**src/rtl/rotation_refresh_pkg.sv**
```systemverilog
package rotation_refresh_pkg;

   // register indices; byte address is four times the index
   localparam logic [7:0] IDX_CLK_CFG   = 8'h02;
   localparam logic [7:0] IDX_HBLANK    = 8'h08;
   localparam logic [7:0] IDX_VBLANK    = 8'h0A;
   localparam logic [7:0] IDX_START_LO  = 8'h0C;
   localparam logic [7:0] IDX_START_HI  = 8'h0D;
   localparam logic [7:0] IDX_ROT_CTL   = 8'h1B;
   localparam logic [7:0] IDX_STRIDE    = 8'h1C;
   localparam logic [7:0] IDX_STATUS    = 8'h1E;
   localparam logic [7:0] IDX_UNMAPPED  = 8'hFF;

   // field positions and writable masks
   localparam int         ROT_ENABLE_BIT = 7;
   localparam int         ROT_ALT_BIT    = 6;
   localparam int         ROT_MCLK_BIT   = 2;
   localparam int         CLK_DIV_BIT    = 4;
   localparam logic [7:0] ROT_CTL_MASK   = 8'hC7;
   localparam logic [7:0] CLK_CFG_MASK   = 8'h10;
   localparam logic [7:0] ROT_DEFAULT_EN = 8'h80;
   localparam logic [7:0] ROT_ALT_EN     = 8'hC0;
   localparam logic [7:0] REG_RESET      = 8'h00;

   // bus constants
   localparam logic [1:0]  HTRANS_NONSEQ = 2'h2;
   localparam logic        HRESP_OKAY    = 1'h0;
   localparam logic [31:0] WORD_ZERO     = 32'h0000_0000;

   // widths and timing
   localparam int         ADDR_W   = 17;
   localparam int         CNT_W    = 11;
   localparam int         DIV_W    = 6;
   localparam logic [5:0] ALT_BASE = 6'h02;
   localparam logic [5:0] STD_BASE = 6'h01;

   typedef enum logic [1:0] {
      MODE_LANDSCAPE = 2'b00,
      MODE_DEFAULT   = 2'b01,
      MODE_ALTERNATE = 2'b11
   } mode_t;

   typedef struct packed {
      logic [7:0] clkCfg;
      logic [7:0] hBlank;
      logic [7:0] vBlank;
      logic [7:0] startLo;
      logic [7:0] startHi;
      logic [7:0] rotCtl;
      logic [7:0] stride;
   } regs_t;

   typedef struct packed {
      regs_t              regs;
      logic               wrPend;
      logic [7:0]         wrIdx;
      logic [31:0]        rdata;
      logic [DIV_W-1:0]   divCnt;
      logic [CNT_W-1:0]   hCount;
      logic [CNT_W-1:0]   vCount;
      logic [ADDR_W-1:0]  dispAddr;
      logic               pixStb;
      logic               lineStb;
      logic               frameStb;
   } state_t;

endpackage

```
**src/rtl/portrait_rotation_refresh.sv**
```systemverilog
`timescale 1ns/100ps

module portrait_rotation_refresh
   import rotation_refresh_pkg::*;
#(
   parameter int HACT = 320,
   parameter int VACT = 240,
   parameter int BPP  = 4
)
(
   // clock and reset
   input  wire logic              mclk,
   input  wire logic              rst,
   // ahb-lite slave
   input  wire logic              hsel,
   input  wire logic [31:0]       haddr,
   input  wire logic [1:0]        htrans,
   input  wire logic              hwrite,
   input  wire logic [2:0]        hsize,
   input  wire logic [31:0]       hwdata,
   input  wire logic              hready,
   output      logic [31:0]       hrdata,
   output      logic              hreadyout,
   output      logic              hresp,
   // panel refresh
   output      logic              pixelStrobe,
   output      logic              lineStart,
   output      logic              frameStart,
   output      logic [ADDR_W-1:0] displayAddr,
   output      logic              portraitActive,
   output      logic              memClkFull
);

   localparam int LAND_STRIDE = HACT * BPP / 8;

   if (HACT < 1 || HACT >= (1 << CNT_W) - 256 || VACT < 1 || VACT >= (1 << CNT_W) - 256)
   begin
      $error("panel size out of counter range");
   end
   if (BPP != 1 && BPP != 2 && BPP != 4 && BPP != 8)
   begin
      $error("bits per pixel must be 1, 2, 4 or 8");
   end

   state_t             s;
   state_t             n;
   logic               busAcc;
   logic               cpuBusy;
   mode_t              mode;
   logic [15:0]        startWord;
   logic [15:0]        startEff;
   logic [1:0]         pixSel;
   logic [2:0]         divShift;
   logic [DIV_W-1:0]   pixDiv;
   logic [CNT_W-1:0]   hTotal;
   logic [CNT_W-1:0]   vTotal;
   logic [ADDR_W-1:0]  vByte;
   logic [ADDR_W-1:0]  portAddr;
   logic [ADDR_W-1:0]  landAddr;
   logic [7:0]         accIdx;
   logic [31:0]        rdMux;

   assign busAcc    = hsel && hready && htrans[1];
   assign cpuBusy   = busAcc || s.wrPend;
   assign accIdx    = (haddr[31:10] == 22'h00_0000) ? haddr[9:2] : IDX_UNMAPPED;
   assign startWord = {s.regs.startHi, s.regs.startLo};
   assign pixSel    = s.regs.rotCtl[1:0];

   // mode decode: enable bit over scheme bit
   always_comb
   begin
      if (!s.regs.rotCtl[ROT_ENABLE_BIT])
         mode = MODE_LANDSCAPE;
      else if (s.regs.rotCtl[ROT_ALT_BIT])
         mode = MODE_ALTERNATE;
      else
         mode = MODE_DEFAULT;
   end

   // default scheme: stride is one bit, clearing it rounds to even lines
   assign startEff = (mode == MODE_DEFAULT) ?
                     (startWord & ~{8'h00, s.regs.stride}) :
                     startWord;

   // pixel divider: input divide, then select bits, then base
   always_comb
   begin
      divShift = {2'b00, s.regs.clkCfg[CLK_DIV_BIT]};
      if (mode != MODE_LANDSCAPE)
         divShift = 3'(divShift + {1'b0, pixSel});
      if (mode == MODE_ALTERNATE)
         pixDiv = DIV_W'(ALT_BASE << divShift);
      else
         pixDiv = DIV_W'(STD_BASE << divShift);
   end

   assign hTotal = CNT_W'(HACT + int'(s.regs.hBlank));
   assign vTotal = CNT_W'(VACT + int'(s.regs.vBlank));

   // panel line v scans portrait column from the right edge downward
   assign vByte    = ADDR_W'((int'(s.vCount) * BPP) >> 3);
   assign portAddr = ADDR_W'({1'b0, startEff}
                     + ADDR_W'(int'(s.hCount) * int'(s.regs.stride))
                     - vByte);
   assign landAddr = ADDR_W'({startWord, 1'b0}
                     + ADDR_W'(int'(s.vCount) * LAND_STRIDE)
                     + ADDR_W'((int'(s.hCount) * BPP) >> 3));

   always_comb
   begin
      rdMux = WORD_ZERO;
      unique case (accIdx)
         IDX_CLK_CFG:  rdMux[7:0] = s.regs.clkCfg;
         IDX_HBLANK:   rdMux[7:0] = s.regs.hBlank;
         IDX_VBLANK:   rdMux[7:0] = s.regs.vBlank;
         IDX_START_LO: rdMux[7:0] = s.regs.startLo;
         IDX_START_HI: rdMux[7:0] = s.regs.startHi;
         IDX_ROT_CTL:  rdMux[7:0] = s.regs.rotCtl;
         IDX_STRIDE:   rdMux[7:0] = s.regs.stride;
         IDX_STATUS:   rdMux[15:0] = {5'h00, s.vCount};
         default:      rdMux = WORD_ZERO;
      endcase
      if (accIdx == IDX_STATUS)
         rdMux[23:16] = {pixDiv, mode};
   end

   always_comb
   begin
      n          = s;
      n.pixStb   = 1'b0;
      n.lineStb  = 1'b0;
      n.frameStb = 1'b0;
      // data phase of a write; memory itself is never touched here
      if (s.wrPend)
      begin
         unique case (s.wrIdx)
            IDX_CLK_CFG:  n.regs.clkCfg  = hwdata[7:0] & CLK_CFG_MASK;
            IDX_HBLANK:   n.regs.hBlank  = hwdata[7:0];
            IDX_VBLANK:   n.regs.vBlank  = hwdata[7:0];
            IDX_START_LO: n.regs.startLo = hwdata[7:0];
            IDX_START_HI: n.regs.startHi = hwdata[7:0];
            IDX_ROT_CTL:  n.regs.rotCtl  = hwdata[7:0] & ROT_CTL_MASK;
            IDX_STRIDE:   n.regs.stride  = hwdata[7:0];
            default:      n.regs = s.regs;
         endcase
      end
      n.wrPend = busAcc && hwrite;
      n.wrIdx  = accIdx;
      if (busAcc && !hwrite)
         n.rdata = rdMux;
      // pixel rate divider, recovers if divisor shrinks
      if (s.divCnt >= pixDiv - DIV_W'(1))
      begin
         n.divCnt = '0;
         n.pixStb = 1'b1;
      end
      else
         n.divCnt = DIV_W'(s.divCnt + DIV_W'(1));
      // one screen region only, no second start address
      if (n.pixStb)
      begin
         n.dispAddr = (mode == MODE_LANDSCAPE) ? landAddr : portAddr;
         n.lineStb  = (s.hCount == '0);
         n.frameStb = (s.hCount == '0) && (s.vCount == '0);
         if (s.hCount >= hTotal - CNT_W'(1))
         begin
            n.hCount = '0;
            if (s.vCount >= vTotal - CNT_W'(1))
               n.vCount = '0;
            else
               n.vCount = CNT_W'(s.vCount + CNT_W'(1));
         end
         else
            n.hCount = CNT_W'(s.hCount + CNT_W'(1));
      end
   end

   always_ff @(posedge mclk)
   begin
      if (rst)
      begin
         s                <= '0;
         s.regs.clkCfg    <= REG_RESET;
         s.regs.rotCtl    <= REG_RESET;
         s.wrIdx          <= IDX_UNMAPPED;
      end
      else
         s <= n;
   end

   assign hrdata         = s.rdata;
   assign hreadyout      = 1'b1;
   assign hresp          = HRESP_OKAY;
   assign pixelStrobe    = s.pixStb;
   assign lineStart      = s.lineStb;
   assign frameStart     = s.frameStb;
   assign displayAddr    = s.dispAddr;
   assign portraitActive = (mode != MODE_LANDSCAPE);
   // default scheme runs memory at half rate unless a cpu access boosts it while ROT_MCLK_BIT is set
   assign memClkFull     = (mode != MODE_DEFAULT) ||
                           (s.regs.rotCtl[ROT_MCLK_BIT] && cpuBusy);

   // pixel strobes counted since the last frame start
   logic [21:0] framePix;
   logic        frameSeen;

   always_ff @(posedge mclk)
   begin
      if (rst)
      begin
         framePix  <= '0;
         frameSeen <= 1'b0;
      end
      else
      begin
         if (s.frameStb)
            framePix <= 22'h00_0001;
         else if (s.pixStb)
            framePix <= 22'(framePix + 22'h00_0001);
         // a blank period write spoils the frame being counted
         if (s.wrPend && (s.wrIdx == IDX_HBLANK || s.wrIdx == IDX_VBLANK))
            frameSeen <= 1'b0;
         else if (s.frameStb)
            frameSeen <= 1'b1;
      end
   end
endmodule

```
**config.mk**
```make
export PLATFORM = sky130hd
export DESIGN_NAME = portrait_rotation_refresh
export DESIGN_NICKNAME = d
export VERILOG_FILES = /design/src/rtl/rotation_refresh_pkg.sv /design/src/rtl/portrait_rotation_refresh.sv
export SDC_FILE = /design/constraint.sdc
export NUM_CORES = 1
export LEC_CHECK = 0
export BUFFER_PORTS_ARGS = -buffer_cell sky130_fd_sc_hd__buf_2
export CAP_MARGIN = 20
export CORE_MARGIN = 5
export CORE_UTILIZATION = 42
export CTS_CLUSTER_DIAMETER = 120
export DETAILED_ROUTE_END_ITERATION = 8
export GPL_ROUTABILITY_DRIVEN = 1
export RECOVER_POWER = 50
export SLEW_MARGIN = 20
export SYNTH_ARGS = -nofsm -noshare
export SYNTH_HDL_FRONTEND = slang
export SYNTH_SLANG_ARGS = --single-unit
```
**constraint.sdc**
```tcl
create_clock -name mclk -period 10.6 [get_ports mclk]
set_input_delay 2.12 -clock mclk [delete_from_list [all_inputs] [get_ports mclk]]
set_output_delay 2.12 -clock mclk [all_outputs]
set_load 0.01 [all_outputs]
```
Word-level counts from Yosys, hierarchy flattened --
Index checks and enable logic that the tools add are counted.
Word-level totals: input port bits 74, ROM bits 0, logic and storage cells 95, output and inout bits 56, flip-flop bits (word level) 127, memories 0, memory bits (writable) 0, latch bits 0
Operators by class: reduce and logical (&&, ||, !) cells 24, shift operators 2, order comparisons 3, $add $sub $neg 13, bitwise gates (word level) 3, divide/modulo/power cells 0, eq/ne operators 18, multiplexer cells 13, multiply operators 2
Operators with widths (count):
- == test 8 x 4 -> 1 bit, second input constant | 8
- case mux 8 bit (8 select lines) | 1
- == test 8 x 5 -> 1 bit, second input constant | 5
- adder 11 x 1 -> 11 bit, second input constant | 2
- >= comparator 11 bit | 2
- zero test 11 bit | 2
- zero test 22 bit | 1
- two-way mux 11 bit | 2
- adder 16 x 17 -> 17 bit | 1
- adder 17 x 10 -> 17 bit | 1
- adder 17 bit | 1
- multiplier 11 x 8 -> 17 bit | 1
- two-way mux 17 bit | 1
- subtractor 17 x 10 -> 17 bit | 1
- bitwise AND 16 bit | 1
- == test 8 x 2 -> 1 bit, second input constant | 2
- two-way mux 16 bit | 1
- two-way mux 8 bit | 2
- NOT 8 -> 16 bit | 1
- AND reduction 2 bit | 8
- multiplier 11 x 3 -> 12 bit, second input constant | 1
- subtractor 10 x 1 -> 11 bit, second input constant | 1
- adder 9 x 8 -> 10 bit, first input constant | 1
- subtractor 9 x 1 -> 10 bit, second input constant | 1
- other kinds (21) | 30

Depth between registers and ports, before layout --
word-level depth 11, gate-level depth with buffers 20

Worst setup path before layout --
No wires, ideal clock.
path type register -> register, start reg s[37] (netlist name), end reg s (netlist bit displayAddr[16]), clock period less this slack 5.254 ns, data required time 10.521 ns, slack 5.346 ns, cell stages (with the launch flop) 19, arrival time 5.175 ns, cell sequence dfxtp_1 -> clkbuf_1 -> nand2_1 -> fa_1 -> inv_1 -> fa_1 -> fa_1 -> fa_1 -> inv_1 -> fa_1 -> inv_1 -> ha_1 -> a211o_1 -> or3_1 -> nand3_1 -> nand3_1 -> a41oi_1 -> mux2_1 -> o211ai_1
Between the ends: longest elaborated chain between the ends 4, elaborated cells on any way between the ends 5, classes of those cells 3 x add/sub; 1 x mul; 1 x mux
Ends and longest elaborated chain:
- start, declared | line portrait_rotation_refresh.sv:45 | state_t s;
- start signal, assigned | line portrait_rotation_refresh.sv:188 | s <= n;
- multiplier 11 x 8 -> 17 bit | line portrait_rotation_refresh.sv:103 | + ADDR_W'(int'(s.hCount) * int'(s.regs.stride))
- adder 16 x 17 -> 17 bit | line portrait_rotation_refresh.sv:103
- subtractor 17 x 10 -> 17 bit | line portrait_rotation_refresh.sv:104 | - vByte);
- two-way mux 17 bit (*) | line portrait_rotation_refresh.sv:162 | n.dispAddr = (mode == MODE_LANDSCAPE) ? landAddr : portAddr;
Mark *: on every way between the ends. The rest lies on a longest branch, timed or not. A chain may end at the register's enable or synchronous reset.

Worst setup path in the final report --
start reg s[91] (netlist name), end reg s (netlist bit displayAddr[15])
Between the ends: longest elaborated chain between the ends 6, elaborated cells on any way between the ends 7, classes of those cells 2 x add/sub; 1 x mul; 2 x mux; 2 x bitwise
Ends and longest elaborated chain (line):
- branches (longest 3 deep; another with multiplier 11 x 8 -> 17 bit)
- adder 16 x 17 -> 17 bit (*) | portrait_rotation_refresh.sv:103
- subtractor 17 x 10 -> 17 bit (*) | portrait_rotation_refresh.sv:104
- two-way mux 17 bit (*) | portrait_rotation_refresh.sv:162
Mark *: on every way between the ends.

==> metrics <==
outcome finished, violations left; failing checks max-capacitance violations, max-slew violations; WP buf/inv 3; leading area contributor after synthesis dfxtp_1; fin nets 1679; normalized max-slew margin -27.29%; Initial DRC Count 750; maximum vdd drop 0.09899 mV; HP Class reg -> reg; DR pass1 iterations 8; GRT Total Usage 20.23%; number of diodes 0; WL/cell 18.04 um; HPWL after DPL 23.93 mm; TritonCTS clock tree yes; ys async rst share 0%; final core occ 46.28%; synth warn 0; Net Sw Frac 25.55%; Combinational Power Share 3.6%; met1 usage 28.46%; number of distinct library cells after synthesis 68; Clock Latency Late Sink 0.43 ns; grt met2 use 33.10%; RR Startpoint s[91]; placed insts 1721; GR Util met3 2.762%; kind of cell adding the most delay to the critical path adder cells; # Post-CTS Setup Buffers 0; post-synthesis xor/xnor area fraction 4.384%; crit path kind reg -> reg; Post-synth top flop dfxtp_1; R2R setup slack 4.44 ns; worst hold stages 2; CP Launch Type register; Slew @ Worst Pin 1.909 ns; Synth top cells by count 158 x inv_1, 157 x nand2_1, 122 x dfxtp_1, 122 x ha_1, 101 x nor2_1; Post-synth EDFFs 0; FF-to-FF End displayAddr[15]; synthesized netlist cell count 1380; total power per unit cell area 89.89 nW/um2; setup violators final 0; Seq cells post-synth 122; Fin. Hold Viols 0; fin cells 1753; Filler cells 2724; Synth Area in Compound Gates 12.04%; largest net degree at the start of global routing 40; Setup TNS Final 0 ns; Seq/Total Area, Yosys 21.08%; mux cell area share after synthesis 4.006%; remaining global-route overflow 0; Simple-Gate Fraction of Synth Area 20.35%; net switching power 0.2873 mW; CTS max path bufs 2; PortBufs 84; slowest CP cell dfxtp_1; die span in y 176.1 um; ANT nets after route 0; placer congestion estimate 0.8970; Synth top area share 21.08%; most used cell, CP fa_1; critical path's largest stage delay 0.77 ns; vias in the first global route 9125; Arrival @ worst endpoint 6.45 ns; Num CTS Buffers 17; Worst Path Max Fanout 14; synthesized cell area 11590 um2; worst-path cell chain nand2_1 > fa_1 > inv_1 > fa_1 > fa_1 > fa_1 > inv_1 > fa_1 > inv_1 > ha_1 > nand3_1 > o211ai_1 > o221ai_1 > o21ai_0 > nor4b_1 > o31ai_1 > a31oi_1; Flop pwr share 41.4%; hold path startpoint hrdata[16]; Routed WL 31.62 mm; Cell Rows 60; Crit path required time 10.89 ns; Tcrit/Tclk final 58.08%; achievable frequency 0.1624 GHz; syn avg cell area 8.397 um2; RSZ-0062 raised after global routing no; Hold Path Sink hrdata[16]; post-synthesis adder-cell area fraction 27.69%; Initial Util 42.87%; clock sinks 122; Max Slew Vio Count 76; CTS clock-pin slew for the worst setup and hold paths 0.07 ns; full die area 31010 um2; initial antenna violation count 0; largest family of logic cells by synthesized area adder cells; Max Cap Viol 2; DR vias 9649; Root Driver clkbuf_16; first-pass GRT wire length 49.42 mm; P_int 0.8369 mW; Fin Clk Skew 0.01674 ns; Crit. End Element register; share of cells above drive strength 1 7.720%; CTS Hold Bufs 0; GRT busiest layer met2; num ports 130; top-count cell post-synth inv_1; Clock power frac 55.0%; Core Area 27030 um2; vias per cell 5.504; post-cts resize count 0; final hold slack 0.4490 ns; Tmin final 6.157 ns; synth top area cells dfxtp_1 21%, fa_1 15%, ha_1 13%; DRC viols 0; chip width 176.1 um; R2R cell count 17; synthesis-to-finish area growth 7.937%; leakage power 5.661 nW; H-Tree Depth 4
==> per-layer routing <==
layer / share of wire [%] / vias to the layer above
met2: 47 / 278
met5: 0 / -
met1: 46 / 4697
met4: 1.5 / 0
met3: 5.6 / 31
li1: - / 4643
==> flip-flops by register name, summed over array words and instances, names as in the netlist <==
signal,flops
hrdata,19
lineStart,1
s,81
displayAddr,17
frameStart,1
pixelStrobe,1
pixSel,2
==> how the worst max path moves through the flow <==
stage / from / to / cells past startpoint
floorplan: s[37] / displayAddr[16] / 18
global placement: s[91] / displayAddr[15] / 17
detailed placement: s[91] / displayAddr[15] / 17
CTS: s[91] / displayAddr[15] / 17
global route: s[91] / displayAddr[15] / 17
finish: s[91] / displayAddr[15] / 17
==> layout make-up <==
cell class | count | area (um2) | area share (%)
sequential | 122 | 2442 | 19.53
multi-input combinational | 1007 | 8000 | 63.97
clock buffer | 18 | 439.2 | 3.511
timing repair buffer | 93 | 434.2 | 3.471
tap | 341 | 426.7 | 3.411
clock inverter | 14 | 171.4 | 1.371
inverter | 158 | 593.1 | 4.742
==> through the flow <==
stage	cell area, um2	power [mW]	setup WS, ns
finish	12510	1.124	4.443
floorplan	11640	0.4997	5.346
CTS	12560	1.133	4.524
global route	12510	1.158	4.151
global placement	11950	0.5163	4.609
detailed placement	11950	0.5167	4.522
==> worst register-to-register path, stage by stage, from the launching register on <==
cell and delay [ns]:
dfxtp_1 0.77, nand2_1 0.18, fa_1 0.56, inv_1 0.05, fa_1 0.53, fa_1 0.46
fa_1 0.55, inv_1 0.05, fa_1 0.52, inv_1 0.04, ha_1 0.40, nand3_1 0.10
o211ai_1 0.41, o221ai_1 0.30, o21ai_0 0.35, nor4b_1 0.09, o31ai_1 0.51, a31oi_1 0.14
==> placed cells by master (no fill, tap or decap), types with 34 or more instances in the layout <==
| cell type | n |
|---|---|
| ha_1 | 122 |
| xnor2_1 | 40 |
| clkbuf_1 | 37 |
| mux2i_1 | 43 |
| o21ai_0 | 34 |
| fa_1 | 84 |
| nor2_1 | 101 |
| dfxtp_1 | 122 |
| buf_2 | 50 |
| inv_1 | 158 |
| and2_1 | 44 |
| nand2_1 | 157 |
| a21oi_1 | 57 |
==> cell families after synthesis <==
logic type               after synthesis
AND/OR/NAND/NOR                      471
XOR/XNOR                              58
other                                  2
flip-flops                           122
multiplexers                          46
AO/OA/AOI/OAI                        211
adder cells (fa/ha/maj)              206
buffers and inverters                264
==> power by group through the flow <==
stage / Combinational, mW / Clock, mW / Sequential, mW
6_report: 0.0410 / 0.618 / 0.465
3_3_place_gp: 0.0405 / 0 / 0.476
3_5_place_dp: 0.0409 / 0 / 0.476
5_1_grt: 0.0446 / 0.648 / 0.466
4_1_cts: 0.0413 / 0.626 / 0.465
2_1_floorplan: 0.0266 / 0 / 0.473
Note: power is estimated with default switching activity, not from simulation.
